[src/logic/hsfp_defs.svh]
/*
 * Constants of the host supervision and fault pin block: register
 * offsets, field positions, reset values and timing counts.
 * Assumes inclusion by bare name from the design files.
 */
`ifndef HSFP_DEFS_SVH
`define HSFP_DEFS_SVH

// Register byte offsets on the APB
`define HSFP_OFS_OVERRIDE   8'h00
`define HSFP_OFS_CONFIG     8'h04
`define HSFP_OFS_STATE      8'h08
`define HSFP_OFS_IRQ_STAT   8'h0c
`define HSFP_OFS_IRQ_MASK   8'h10
`define HSFP_OFS_SWITCH     8'h14

// Override register fields
`define HSFP_OVR_SCAN       2
`define HSFP_OVR_CHG_REC    3
`define HSFP_OVR_LOAD_REC   4
`define HSFP_OVR_BALANCE    5
`define HSFP_OVR_POWER      6
`define HSFP_OVR_NV_EN      8
`define HSFP_OVR_RESET      9'h000

// Configuration register fields
`define HSFP_CFG_WD_LSB     3
`define HSFP_CFG_WD_MSB     7
`define HSFP_CFG_CELLF      8
`define HSFP_CFG_OPENW      9
`define HSFP_CFG_RESET      10'h000

// Interrupt event bits
`define HSFP_EV_TIMEOUT     0
`define HSFP_EV_RESUME      1
`define HSFP_EV_FAULT       2
`define HSFP_EV_COC_CLR     3
`define HSFP_EV_WIDTH       4

// Serial address: upper six bits, pin gives the lsb
`define HSFP_ADDR_UPPER     6'h14

// Timing
`define HSFP_CLK_NS         50
`define HSFP_PULSE_NS       1000
`define HSFP_PULSE_CYC ((`HSFP_PULSE_NS + `HSFP_CLK_NS - 1) / `HSFP_CLK_NS)
`define HSFP_SEC_NS         1000000000
`define HSFP_SEC_CYC        (`HSFP_SEC_NS / `HSFP_CLK_NS)

`endif

[src/logic/hsfp_pkg.sv]
/*
 * Types of the host supervision and fault pin block.
 * Assumes nothing beyond a SystemVerilog compiler.
 */
package hsfp_pkg;

    // Watchdog states, one-hot
    typedef enum logic [2:0] {
        HSFP_WD_IDLE  = 3'b001,
        HSFP_WD_WATCH = 3'b010,
        HSFP_WD_ALARM = 3'b100
    } hsfp_wd_state_t;

endpackage

[src/logic/hsfp_core.sv]
/*
 * Host supervision and fault pins of a battery pack monitor: APB
 * registers, host-silence watchdog with pulsed attention output,
 * override clearing, switch gating, fault indicator pins and the
 * charger monitor roles. Instantiates the serial link monitor.
 * Assumes analog comparators deliver fault levels on pclk; pins from
 * outside pass two flops first.
 */
// Overview of operation
// - Address lsb follows the select pin
// - Separate data in and out pins
// - Attention output only with override set
// - Silence timeout asserts attention, kills switches
// - After timeout pulse attention 1us each second
// - Switches blocked until a transaction occurs
// - Resume clears overrides except balance ownership
// - Switches allowed again after resume
// - Pack fault on cell overvoltage lockout
// - Cell fail, open wire faults when enabled
// - Pack fault follows condition, never latched
// - Forced-off input kills all switches
// - Shutdown output on listed faults
// - Shutdown also when switches off asleep
// - End-of-charge output above its threshold
// - Charger monitor: recovery and sleep wake
// - No charger clears charge overcurrent flag
`timescale 1ns/1ps
`include "hsfp_defs.svh"

module hsfp_core import hsfp_pkg::*; #(
    parameter int unsigned SEC_CYCLES   = `HSFP_SEC_CYC,
    parameter int unsigned PULSE_CYCLES = `HSFP_PULSE_CYC,
    parameter int unsigned CELLS        = 8
) (
    // Clock, reset, enable
    input  wire logic             pclk,
    input  wire logic             presetn,
    input  wire logic             ce,
    // APB slave
    input  wire logic             psel,
    input  wire logic             penable,
    input  wire logic             pwrite,
    input  wire logic [7:0]       paddr,
    input  wire logic [31:0]      pwdata,
    output logic [31:0]           prdata,
    output logic                  pready,
    output logic                  pslverr,
    // Serial link pins
    input  wire logic             address_select_pin,
    input  wire logic             serial_clock_pin,
    input  wire logic             serial_data_input_pin,
    output logic                  serial_data_output_pin,
    output logic                  serial_data_output_oe_n,
    // Control pins
    input  wire logic             force_switches_off_in,
    input  wire logic             charger_monitor_in,
    // Fault levels from comparators, pclk domain
    input  wire logic             cell_overvoltage_lockout,
    input  wire logic             cell_fail,
    input  wire logic             open_wire_fail,
    input  wire logic             cell_undervoltage,
    input  wire logic             discharge_overcurrent,
    input  wire logic             discharge_short_circuit,
    input  wire logic             discharge_overheat,
    input  wire logic             discharge_too_cold,
    input  wire logic             die_overheat,
    input  wire logic             charge_overcurrent,
    input  wire logic             charge_complete_threshold,
    input  wire logic             sleep_mode,
    // Indicator pins
    output logic                  attention_n,
    output logic                  pack_fault_out,
    output logic                  shutdown_indicator_n,
    output logic                  shutdown_oe_n,
    output logic                  charge_complete_n,
    output logic                  charge_complete_oe_n,
    // Switch drives and status
    output logic [CELLS-1:0]      balance_gate_output,
    output logic [1:0]            power_switch_on,
    output logic                  scan_enable,
    output logic                  wake_request,
    output logic                  charge_overcurrent_flag,
    output logic                  irq
);
    // Registers
    logic [8:0]             override_bits;
    logic [9:0]             config_bits;
    logic [`HSFP_EV_WIDTH-1:0] irq_stat;
    logic [`HSFP_EV_WIDTH-1:0] irq_mask;
    logic [CELLS+1:0]       switch_req;
    // Synchronisers and strap
    logic [1:0]             off_sync;
    logic [1:0]             chg_sync;
    logic [1:0]             addr_sync;
    // Watchdog
    hsfp_wd_state_t         wd_state;
    hsfp_wd_state_t         next_wd_state;
    logic [31:0]            sec_cnt;
    logic [4:0]             wd_secs;
    logic [31:0]            pulse_cnt;
    logic                   fault_q;
    logic                   xfer_done;

    // Serial link monitor
    hsfp_link_mon u_link (
        .pclk                   (pclk),
        .presetn                (presetn),
        .ce                     (ce),
        .serial_clock_pin       (serial_clock_pin),
        .serial_data_input_pin  (serial_data_input_pin),
        .addr_lsb               (addr_sync[1]),
        .serial_data_output_pin (serial_data_output_pin),
        .serial_data_output_oe_n(serial_data_output_oe_n),
        .xfer_done              (xfer_done)
    );

    // Two-flop synchronisers for pins
    always_ff @(posedge pclk or negedge presetn) begin
        if (!presetn) begin
            off_sync  <= 2'h0;
            chg_sync  <= 2'h0;
            addr_sync <= 2'h0;
        end else if (ce) begin
            off_sync  <= {off_sync[0], force_switches_off_in};
            chg_sync  <= {chg_sync[0], charger_monitor_in};
            addr_sync <= {addr_sync[0], address_select_pin};
        end
    end

    // APB decode, single wait-free access phase
    wire logic acc        = psel & penable;
    wire logic wr         = acc & pwrite & ce;
    wire logic hit_ovr    = paddr == `HSFP_OFS_OVERRIDE;
    wire logic hit_cfg    = paddr == `HSFP_OFS_CONFIG;
    wire logic hit_state  = paddr == `HSFP_OFS_STATE;
    wire logic hit_istat  = paddr == `HSFP_OFS_IRQ_STAT;
    wire logic hit_imask  = paddr == `HSFP_OFS_IRQ_MASK;
    wire logic hit_switch = paddr == `HSFP_OFS_SWITCH;
    wire logic mapped     = hit_ovr | hit_cfg | hit_state | hit_istat |
                            hit_imask | hit_switch;
    assign pready  = 1'b1;
    assign pslverr = acc & ~mapped;

    // Override and watchdog decodes
    wire logic [4:0] wd_cfg  = config_bits[`HSFP_CFG_WD_MSB:`HSFP_CFG_WD_LSB];
    wire logic any_override  = |override_bits[`HSFP_OVR_POWER:`HSFP_OVR_SCAN];
    wire logic timed_out     = wd_state == HSFP_WD_ALARM;
    wire logic sec_tick      = sec_cnt == SEC_CYCLES - 1;
    wire logic wd_expire     = sec_tick & (wd_secs == wd_cfg - 5'h1);
    wire logic pulse_on      = timed_out & (pulse_cnt < PULSE_CYCLES);
    wire logic resume        = timed_out & xfer_done;

    // Watchdog next state
    always_comb begin
        next_wd_state = wd_state;
        unique case (wd_state)
            HSFP_WD_IDLE:
                if (any_override && wd_cfg != 5'h0)
                    next_wd_state = HSFP_WD_WATCH;
            HSFP_WD_WATCH:
                if (!any_override || wd_cfg == 5'h0)
                    next_wd_state = HSFP_WD_IDLE;
                else if (wd_expire && !xfer_done)
                    next_wd_state = HSFP_WD_ALARM;
            HSFP_WD_ALARM:
                if (xfer_done)
                    next_wd_state = HSFP_WD_IDLE;
            default:
                next_wd_state = HSFP_WD_IDLE;
        endcase
    end

    always_ff @(posedge pclk or negedge presetn) begin
        if (!presetn)
            wd_state <= HSFP_WD_IDLE;
        else if (ce)
            wd_state <= next_wd_state;
    end

    always_ff @(posedge pclk or negedge presetn) begin
        if (!presetn) begin
            sec_cnt <= 32'h0;
            wd_secs <= 5'h0;
        end else if (ce) begin
            if (xfer_done || wd_state == HSFP_WD_IDLE) begin
                sec_cnt <= 32'h0;
                wd_secs <= 5'h0;
            end else begin
                sec_cnt <= sec_tick ? 32'h0 : sec_cnt + 32'h1;
                if (sec_tick && !timed_out)
                    wd_secs <= wd_secs + 5'h1;
            end
        end
    end

    // one short pulse per second in alarm
    always_ff @(posedge pclk or negedge presetn) begin
        if (!presetn)
            pulse_cnt <= 32'h0;
        else if (ce) begin
            if (!timed_out || sec_tick)
                pulse_cnt <= 32'h0;
            else if (pulse_cnt < PULSE_CYCLES)
                pulse_cnt <= pulse_cnt + 32'h1;
        end
    end

    // attention only with an override set
    assign attention_n = ~(any_override & pulse_on);

    // Override register; hardware clear on resume wins over writes
    always_ff @(posedge pclk or negedge presetn) begin
        if (!presetn)
            override_bits <= `HSFP_OVR_RESET;
        else if (ce) begin
            if (resume) begin
                override_bits <= override_bits &
                                 (9'h001 << `HSFP_OVR_BALANCE);
            end else if (wr && hit_ovr)
                override_bits <= pwdata[8:0];
        end
    end

    // Configuration and switch requests
    always_ff @(posedge pclk or negedge presetn) begin
        if (!presetn) begin
            config_bits <= `HSFP_CFG_RESET;
            switch_req  <= '0;
            irq_mask    <= '0;
        end else if (ce && wr) begin
            if (hit_cfg)
                config_bits <= pwdata[9:0];
            if (hit_switch)
                switch_req <= pwdata[CELLS+1:0];
            if (hit_imask)
                irq_mask <= pwdata[`HSFP_EV_WIDTH-1:0];
        end
    end

    wire logic switch_block = timed_out | off_sync[1];
    genvar gi;
    generate
        for (gi = 0; gi < CELLS; gi++) begin : g_bal
            always_ff @(posedge pclk or negedge presetn) begin
                if (!presetn)
                    balance_gate_output[gi] <= 1'b0;
                else if (ce)
                    balance_gate_output[gi] <= switch_req[gi] &
                                               ~switch_block;
            end
        end
    endgenerate

    always_ff @(posedge pclk or negedge presetn) begin
        if (!presetn)
            power_switch_on <= 2'h0;
        else if (ce)
            power_switch_on <= switch_req[CELLS+1:CELLS] &
                               {2{~switch_block & ~charge_overcurrent_flag}};
    end

    // Scans pause in alarm and restart with the next transaction
    assign scan_enable = ~timed_out;

    // optional cell fail and open wire
    assign pack_fault_out = cell_overvoltage_lockout |
                            (cell_fail & config_bits[`HSFP_CFG_CELLF]) |
                            (open_wire_fail & config_bits[`HSFP_CFG_OPENW]);

    wire logic sd_assert = cell_undervoltage | discharge_overcurrent |
                           discharge_short_circuit | discharge_overheat |
                           discharge_too_cold | die_overheat |
                           charge_overcurrent_flag |
                           (sleep_mode & ~|power_switch_on);
    assign shutdown_indicator_n = 1'b0;
    assign shutdown_oe_n        = ~sd_assert;

    assign charge_complete_n    = 1'b0;
    assign charge_complete_oe_n = ~charge_complete_threshold;

    // charger wakes the device from sleep
    assign wake_request = sleep_mode & chg_sync[1];

    // automatic recovery clears flag, set wins
    wire logic coc_auto_clr = charge_overcurrent_flag & ~chg_sync[1] &
        ~override_bits[`HSFP_OVR_CHG_REC] & ~charge_overcurrent;
    always_ff @(posedge pclk or negedge presetn) begin
        if (!presetn)
            charge_overcurrent_flag <= 1'b0;
        else if (ce)
            charge_overcurrent_flag <= charge_overcurrent |
                (charge_overcurrent_flag & ~coc_auto_clr);
    end

    // Sticky events, write one to clear, new event beats the clear
    always_ff @(posedge pclk or negedge presetn) begin
        if (!presetn)
            fault_q <= 1'b0;
        else if (ce)
            fault_q <= pack_fault_out;
    end
    wire logic [`HSFP_EV_WIDTH-1:0] ev = {coc_auto_clr,
        pack_fault_out & ~fault_q, resume,
        (wd_state == HSFP_WD_WATCH) & (next_wd_state == HSFP_WD_ALARM)};
    wire logic [`HSFP_EV_WIDTH-1:0] w1c = (wr && hit_istat) ?
        pwdata[`HSFP_EV_WIDTH-1:0] : '0;
    always_ff @(posedge pclk or negedge presetn) begin
        if (!presetn)
            irq_stat <= '0;
        else if (ce)
            irq_stat <= ev | (irq_stat & ~w1c);
    end
    assign irq = |(irq_stat & irq_mask);

    // Read data mux, registered
    wire logic [31:0] state_word = {22'h0, addr_sync[1], chg_sync[1],
        off_sync[1], charge_overcurrent_flag, pack_fault_out, sd_assert,
        wd_state, timed_out};
    wire logic [31:0] rd_mux =
        hit_ovr    ? {23'h0, override_bits} :
        hit_cfg    ? {22'h0, config_bits} :
        hit_state  ? state_word :
        hit_istat  ? {28'h0, irq_stat} :
        hit_imask  ? {28'h0, irq_mask} :
        hit_switch ? {{(30-CELLS){1'b0}}, switch_req} : 32'h0;
    always_ff @(posedge pclk or negedge presetn) begin
        if (!presetn)
            prdata <= 32'h0;
        else if (ce && psel && !penable && !pwrite)
            prdata <= rd_mux;
    end

    // Checks
    a_att_idle: assert property (@(posedge pclk) disable iff (!presetn)
        !any_override |-> attention_n)
        else $error("attention active without override");
    a_wd_expire: assert property (@(posedge pclk) disable iff (!presetn)
        ce && wd_state == HSFP_WD_WATCH && wd_expire && !xfer_done
        && any_override |=> timed_out && !attention_n)
        else $error("watchdog expiry not signalled");
    a_pulse_width: assert property (@(posedge pclk) disable iff (!presetn)
        $fell(attention_n) |-> !attention_n [*2])
        else $error("attention pulse too short");
    a_block_sw: assert property (@(posedge pclk) disable iff (!presetn)
        timed_out ##1 timed_out |-> balance_gate_output == '0
        && power_switch_on == 2'h0)
        else $error("switch on during alarm");
    a_resume_clr: assert property (@(posedge pclk) disable iff (!presetn)
        resume && ce |=> override_bits[`HSFP_OVR_POWER] == 1'b0
        && override_bits[`HSFP_OVR_NV_EN] == 1'b0
        && override_bits[`HSFP_OVR_BALANCE] ==
           $past(override_bits[`HSFP_OVR_BALANCE]))
        else $error("override clear on resume wrong");
    a_release_sw: assert property (@(posedge pclk) disable iff (!presetn)
        ce && !switch_block && switch_req[0] |=> balance_gate_output[0])
        else $error("balance output not released");
    a_fault_pin: assert property (@(posedge pclk) disable iff (!presetn)
        pack_fault_out == (cell_overvoltage_lockout ||
        (cell_fail && config_bits[`HSFP_CFG_CELLF]) ||
        (open_wire_fail && config_bits[`HSFP_CFG_OPENW])))
        else $error("pack fault mismatch");
    a_forced_off: assert property (@(posedge pclk) disable iff (!presetn)
        ce && off_sync[1] |=> power_switch_on == 2'h0)
        else $error("forced off ignored");
    a_sd_sleep: assert property (@(posedge pclk) disable iff (!presetn)
        sleep_mode && power_switch_on == 2'h0 |-> !shutdown_oe_n)
        else $error("shutdown not shown in sleep");
    a_coc_clear: assert property (@(posedge pclk) disable iff (!presetn)
        ce && coc_auto_clr |=> !charge_overcurrent_flag)
        else $error("charge overcurrent flag kept");
    a_wd_restart: assert property (@(posedge pclk) disable iff (!presetn)
        ce && xfer_done |=> sec_cnt == 32'h0 && !timed_out)
        else $error("watchdog not restarted");

    c_timeout: cover property (@(posedge pclk) $rose(timed_out));
    c_resume:  cover property (@(posedge pclk) resume);
    c_pulse:   cover property (@(posedge pclk) $rose(attention_n));
    c_coc:     cover property (@(posedge pclk) coc_auto_clr);
endmodule

[src/logic/hsfp_link_mon.sv]
/*
 * Two-wire serial link monitor: synchronises clock and data pins,
 * finds start and stop, matches the slave address, acknowledges it on
 * the separate data output pin and flags each finished transaction to its own address.
 * Assumes pins are asynchronous to pclk and slow against it.
 */
`timescale 1ns/1ps
`include "hsfp_defs.svh"

module hsfp_link_mon (
    // Clock and reset
    input  wire logic pclk,
    input  wire logic presetn,
    input  wire logic ce,
    // Pins
    input  wire logic serial_clock_pin,
    input  wire logic serial_data_input_pin,
    input  wire logic addr_lsb,
    output logic      serial_data_output_pin,
    output logic      serial_data_output_oe_n,
    // Event
    output logic      xfer_done
);
    logic [2:0] scl_q;
    logic [2:0] sda_q;
    logic [3:0] bit_cnt;
    logic [7:0] shifter;
    logic       first_byte;
    logic       matched;
    logic       ack_drive;

    wire logic scl_rise  = scl_q[1] & ~scl_q[2];
    wire logic scl_fall  = ~scl_q[1] & scl_q[2];
    wire logic start_seen = scl_q[1] & scl_q[2] & ~sda_q[1] & sda_q[2];
    wire logic stop_seen  = scl_q[1] & scl_q[2] & sda_q[1] & ~sda_q[2];
    wire logic addr_hit   = shifter[7:1] == {`HSFP_ADDR_UPPER, addr_lsb};
    wire logic ninth_fall = scl_fall & (bit_cnt == 4'h8);
    wire logic ack_end    = scl_fall & (bit_cnt == 4'h9);

    // Two flops per pin, third stage only feeds the edge logic
    always_ff @(posedge pclk or negedge presetn) begin
        if (!presetn) begin
            scl_q <= 3'h7;
            sda_q <= 3'h7;
        end else if (ce) begin
            scl_q <= {scl_q[1:0], serial_clock_pin};
            sda_q <= {sda_q[1:0], serial_data_input_pin};
        end
    end

    // Bit counting and address capture
    always_ff @(posedge pclk or negedge presetn) begin
        if (!presetn) begin
            bit_cnt    <= 4'h0;
            shifter    <= 8'h00;
            first_byte <= 1'b0;
            matched    <= 1'b0;
        end else if (ce) begin
            if (start_seen) begin
                bit_cnt    <= 4'h0;
                first_byte <= 1'b1;
                matched    <= 1'b0;
            end else if (stop_seen) begin
                matched    <= 1'b0;
                first_byte <= 1'b0;
            end else if (scl_rise) begin
                bit_cnt <= (bit_cnt == 4'h8) ? 4'h9 : bit_cnt + 4'h1;
                if (bit_cnt < 4'h8)
                    shifter <= {shifter[6:0], sda_q[1]};
            end else if (ack_end) begin
                bit_cnt    <= 4'h0;
                first_byte <= 1'b0;
            end else if (ninth_fall && first_byte) begin
                matched <= addr_hit;
            end
        end
    end

    always_ff @(posedge pclk or negedge presetn) begin
        if (!presetn)
            ack_drive <= 1'b0;
        else if (ce)
            ack_drive <= (ninth_fall & first_byte & addr_hit) |
                         (ack_drive & ~ack_end & ~stop_seen);
    end

    // Pull low only, the pin pair forms one shared line outside
    assign serial_data_output_pin  = 1'b0;
    assign serial_data_output_oe_n = ~ack_drive;
    assign xfer_done = ce & stop_seen & matched;

    a_ack_addr: assert property (@(posedge pclk) disable iff (!presetn)
        $rose(ack_drive) |-> $past(addr_hit))
        else $error("ack given to a foreign address");
endmodule

[config.mk]
export PLATFORM = sky130hd
export DESIGN_NAME = hsfp_core
export DESIGN_NICKNAME = d
export VERILOG_FILES = /design/src/logic/hsfp_pkg.sv /design/src/logic/hsfp_core.sv /design/src/logic/hsfp_link_mon.sv
export VERILOG_INCLUDE_DIRS = /design/src /design/src/logic
export SDC_FILE = /design/constraint.sdc
export NUM_CORES = 1
export LEC_CHECK = 0
export ABC_CLOCK_PERIOD_IN_PS = 2450
export BUFFER_PORTS_ARGS = -buffer_cell sky130_fd_sc_hd__buf_4
export CORE_MARGIN = 8
export CORE_UTILIZATION = 40
export CTS_CLUSTER_SIZE = 20
export DETAILED_ROUTE_END_ITERATION = 7
export SKIP_LAST_GASP = 1
export SLEW_MARGIN = 20
export SYNTH_ARGS = -nofsm -noshare
export SYNTH_HDL_FRONTEND = slang
export SYNTH_HIERARCHICAL = 1
export SYNTH_SLANG_ARGS = --single-unit
[constraint.sdc]
create_clock -name pclk -period 2.45 [get_ports pclk]
set_input_delay 0.735 -clock pclk [delete_from_list [all_inputs] [get_ports pclk]]
set_output_delay 0.735 -clock pclk [all_outputs]
set_load 0.01 [all_outputs]
# Yosys cells after proc, flatten, opt, wreduce, memory -nomap -nowiden
# Index checks and enable logic that the tools add are counted.
# classes
n_addsub	5
n_lt_le_gt_ge	2
eq_ne	17
n_mux	34
bitwise	85
n_reduce_logical	42
# op_table
operator	count
$mux W32	4
$add A32 B1 Y32 const B	2
$mux W10	6
$and A1 B1 Y1	42
$eq A32 B25 Y1 const B	1
$lt A32 B5 Y1 const B	1
$mux W4	6
$not A1 Y1	21
$mux W9	2
$or A1 B1 Y1	17
$eq A8 B4 Y1 const B	2
$eq A8 B5 Y1 const B	2
$mux W3	4
$reduce_and A2 Y1	6
$logic_and A1 B1 Y1	10
$mux W5	2
$mux W1	9
$pmux W3 S3	1
$reduce_and A3 Y1	3
$reduce_bool A3 Y1	3
$and A4 B4 Y4	2
$eq A4 B4 Y1 const B	2
$eq A8 B3 Y1 const B	1
$logic_not A8 Y1	1
25 further kinds	35
# word_totals
register_bits	180
in_bits	63
output_inout_bits	56
elab_cells	217

# Longest topological paths before layout
# depth
word_depth	13
ltp_mapped	8
depth_no_buf	7

# Cells and area by module
# Netlist, hierarchy kept.
# by_module_without_submodules
mod	instances	cells_each	area_per_inst_um2	seq_area_each_um2
hsfp_core	1	648	6750.2	3429.5
hsfp_link_mon	1	94	1071.0	533.0

# Worst setup path before layout
# Ideal clock, no wire load.
# synth_timing
path_type	input-to-reg
start	in paddr[5]
end	reg switch_req[0]
setup_ns	0.125
arrival_time_ns	2.561
t_required_ns	2.325
slack_ns	-0.236
path_stages	6
n_path_buf	2
cell_sequence	or4_4 -> or4b_1 -> clkbuf_1 -> nor2_1 -> buf_4 -> mux2_2
# synth_via
elab_chain_cells	2
# synth_lines
element	line	text
start: declaration	hsfp_core.sv:43	input wire logic [7:0] paddr,
$eq A8 B5 Y1 (no source line)	--	
$reduce_and A2 Y1 (no source line)	--	
end signal: assignment	hsfp_core.sv:234	switch_req <= pwdata[CELLS+1:0];
end: declaration	hsfp_core.sv:90	logic [CELLS+1:0] switch_req;
# Every way passes these cells.
# A chain may end at the register's enable or synchronous reset.

# Final worst setup path
# layout_timing
start	reg pulse_cnt[27]
end	out attention_n
# layout_via
elab_chain_cells	4
# layout_lines
element	line	text
start: declaration	hsfp_core.sv:100	logic [31:0] pulse_cnt;
start signal: assignment	hsfp_core.sv:204	pulse_cnt <= pulse_cnt + 32'h1;
$lt A32 B5 Y1	hsfp_core.sv:150	wire logic pulse_on = timed_out & (pulse_cnt < PULSE_CYCLES);
$and A1 B1 Y1	hsfp_core.sv:150	
$and A1 B1 Y1	hsfp_core.sv:209	assign attention_n = ~(any_override & pulse_on);
$not A1 Y1	hsfp_core.sv:209	
end: declaration	hsfp_core.sv:71	output logic attention_n,
# Every way passes these cells.

==> results.cfg <==
[place]
io_buffers = 70
place_ws_ps = -235
place.gp.congestion = 0.853
dp.final_hpwl_mm = 13.8

[global_route]
grt_pass1_vias = 6007
grt_pass1_wl_mm = 31.2
grt_max_degree = 48
gr-usage-all-layers_pct = 16.1
antenna_found_initial = 0
grt_overflow_total = 0

[worst_setup_path]
cp_max_fo = 2
critPathLaunchType = register
path_class = reg -> out
crit_path_end_kind = output port
arrival_ps = 1930
crit_required_ps = 1710

[finish]
fin_util_pct = 49.9
mostFrequentLayoutCells = dfrtp_1 (151), buf_4 (124), nor2_1 (60)
nets = 928
final_common_cell = dfrtp_1
area_growth_pct = 23.3
drive_gt1_share_pct = 28.8
diodes = 0
fillers = 1762

[yosys]
synth_edf_count = 0
synth_warnings = 6
synth_area_um2 = 7820
synthAdderAreaFrac_pct = 1.12
synth_seq_area_share_pct = 50.7
muxShareOfSynthArea_pct = 8.09
synth.distinct_cells = 71
synth-simple-area-share_pct = 20.1
synth_compound_area_share_pct = 11.2
synth_xor_area_share_pct = 3.25
async_reset_ff_share_pct = 100
avgSynthCellArea_um2 = 10.5
synth_top_family_by_area = simple AND/OR/NAND/NOR gates
synthCells = 742
synthFlopType = dfrtp_1
ys_seq_elements = 158

[power]
power_per_cell_area_nw_per_um2 = 641
p_leak_nw = 4.35
finalPower_mw = 6.18
ir_drop_mv = 0.424

[clocking]
cts_tree = built
clkTransAtPathRegs_ps = 60
clkLatencyLatePin_ps = 420
cts_num_sinks = 158
cts_hold_buf = 0
clock_path_buffers = 2
cts_root_buf = clkbuf_16
htreeDepth = 4
numCtsBuffers = 17

[status]
status = finished, violations left
violations = setup timing

[worst_hold_path]
min_path_type = in -> async

[die]
row_count = 51
die-area_um2 = 24300
die_w_um = 156
start_util_pct = 40.5
die_h_um = 156
placeableCoreArea_um2 = 19300
io_pins = 119

[routing]
firstDrtPassIters = 5
vias_per_cell = 5.24
drtIter0Drc = 358
drc = 0
wl_per_cell_um = 16.6
routed_wl_mm = 18.9
num_vias = 5952
postRouteAntennaNets = 0

[sta]
setup-violations-final = 1
slew_headroom_pct = 56.2
whs_ps = 252
maxSlewViolCount = 0
clock_skew_ps = 12.0
final-hold-violation-count = 0
min_period_over_period_pct = 109
fin_ws_ps = -220
fin_crit_ps = 2670
fmax_mhz = 375
worst_slew_pin_slew_ps = 652
rsz0062_at_grt = yes

[job]
drv_cap = 0
==> flip-flops by register name, summed over array words and instances (netlist names), 3 cells and up <==
signal / cells
override_bits: 9
u_link/shifter: 8
config_bits: 10
switch_req: 10
u_link/scl_q: 3
balance_gate_output: 8
sec_cnt: 32
wd_state: 3
pulse_cnt: 32
irq_mask: 4
prdata: 10
u_link/sda_q: 3
irq_stat: 4
u_link/bit_cnt: 4
wd_secs: 5
==> final timing paths <==
kind	start	endpoint	slack (ps)	depth (start not counted)
setup / recovery	pulse_cnt[27]	attention_n	-220	5
hold / removal	presetn	pulse_cnt[11]	250	1
setup reg to reg	sec_cnt[14]	wd_secs[4]	130	6
hold reg to reg	pulse_cnt[28]	pulse_cnt[28]	500	1
max in group asynchronous	presetn	u_link/sda_q[0]	1510	2
min in group pclk	pulse_cnt[28]	pulse_cnt[28]	500	1
==> worst max-delay path: stages, from the launching register on <==
cell	delay [ps]
dfrtp_1	400
nor4_4	290
nand4_1	140
or2_4	270
a211o_1	270
buf_4	160
==> final cells by class <==
class | instances | area, um^2 | share of cell area, %
clock buffers | 20 | 447 | 4.63
inverters | 24 | 90.1 | 0.934
well taps | 265 | 332 | 3.44
flip-flops and latches | 158 | 3960 | 41.1
repair buffers | 132 | 1060 | 11.0
clock inverters | 12 | 135 | 1.40
multi-input cells | 525 | 3610 | 37.5
==> synth_stat cells (9+ instances only) <==
cell type,count,share of area (%)
and2_1,31,2.5
o21ai_0,20,1.3
nand3_1,23,1.5
a31oi_1,9,0.72
nand4_1,20,1.6
clkbuf_1,23,1.1
mux2_2,50,7.2
nand3b_1,9,0.86
a21oi_1,24,1.5
xnor2_1,17,1.9
nand2_1,49,2.4
dfrtp_1,151,48
xor2_1,12,1.3
nor2_1,62,3.0
inv_1,24,1.2
buf_4,27,2.6
nor4_1,18,1.4
a22o_1,25,2.8
nor4b_1,9,1.0
nor3_1,16,1.0
==> cells by family after synthesis <==
group	after synthesis
and+or+nand+nor	282
AOI/OAI and AO/OA	124
xor gates and xnor gates	29
muxes	57
DFF	158
buffers and inverters	82
adders and majority gates	7
other	3
==> routing by layer <==
metal	wire (um)	vias up	GRT usage [%]
met1	8840	2931	21.4
met5	0	-	0
met3	931	10	4.40
met2	8950	145	25.2
li1	-	2866	-
met4	170	0	4.44
==> where the power goes <==
group	internal (mW)	leakage [nW]	switching, mW
logic	0.326	1.96	0.347
registers	2.77	2.11	0.123
clock network	1.54	0.285	1.08
total	4.63	4.35	1.55
==> timing repair <==
| item | 4_1_cts | 5_1_grt |
|---|---|---|
| setup buffers | 2 | 0 |
| pin swaps | 3 | 2 |
| setup endpoints to repair | 2 | 9 |
| resized for setup | 10 | 6 |
==> metrics by stage <==
step | instances | setup TNS (ps) | instance area [um^2]
floorplan | 765 | -2470 | 7920
global placement | 1102 | -6320 | 8960
detailed placement | 1102 | -7090 | 8960
CTS | 1136 | -257 | 9610
global route | 1136 | -356 | 9650
finish | 1136 | -220 | 9650
Power figures use the tool's default switching activity.
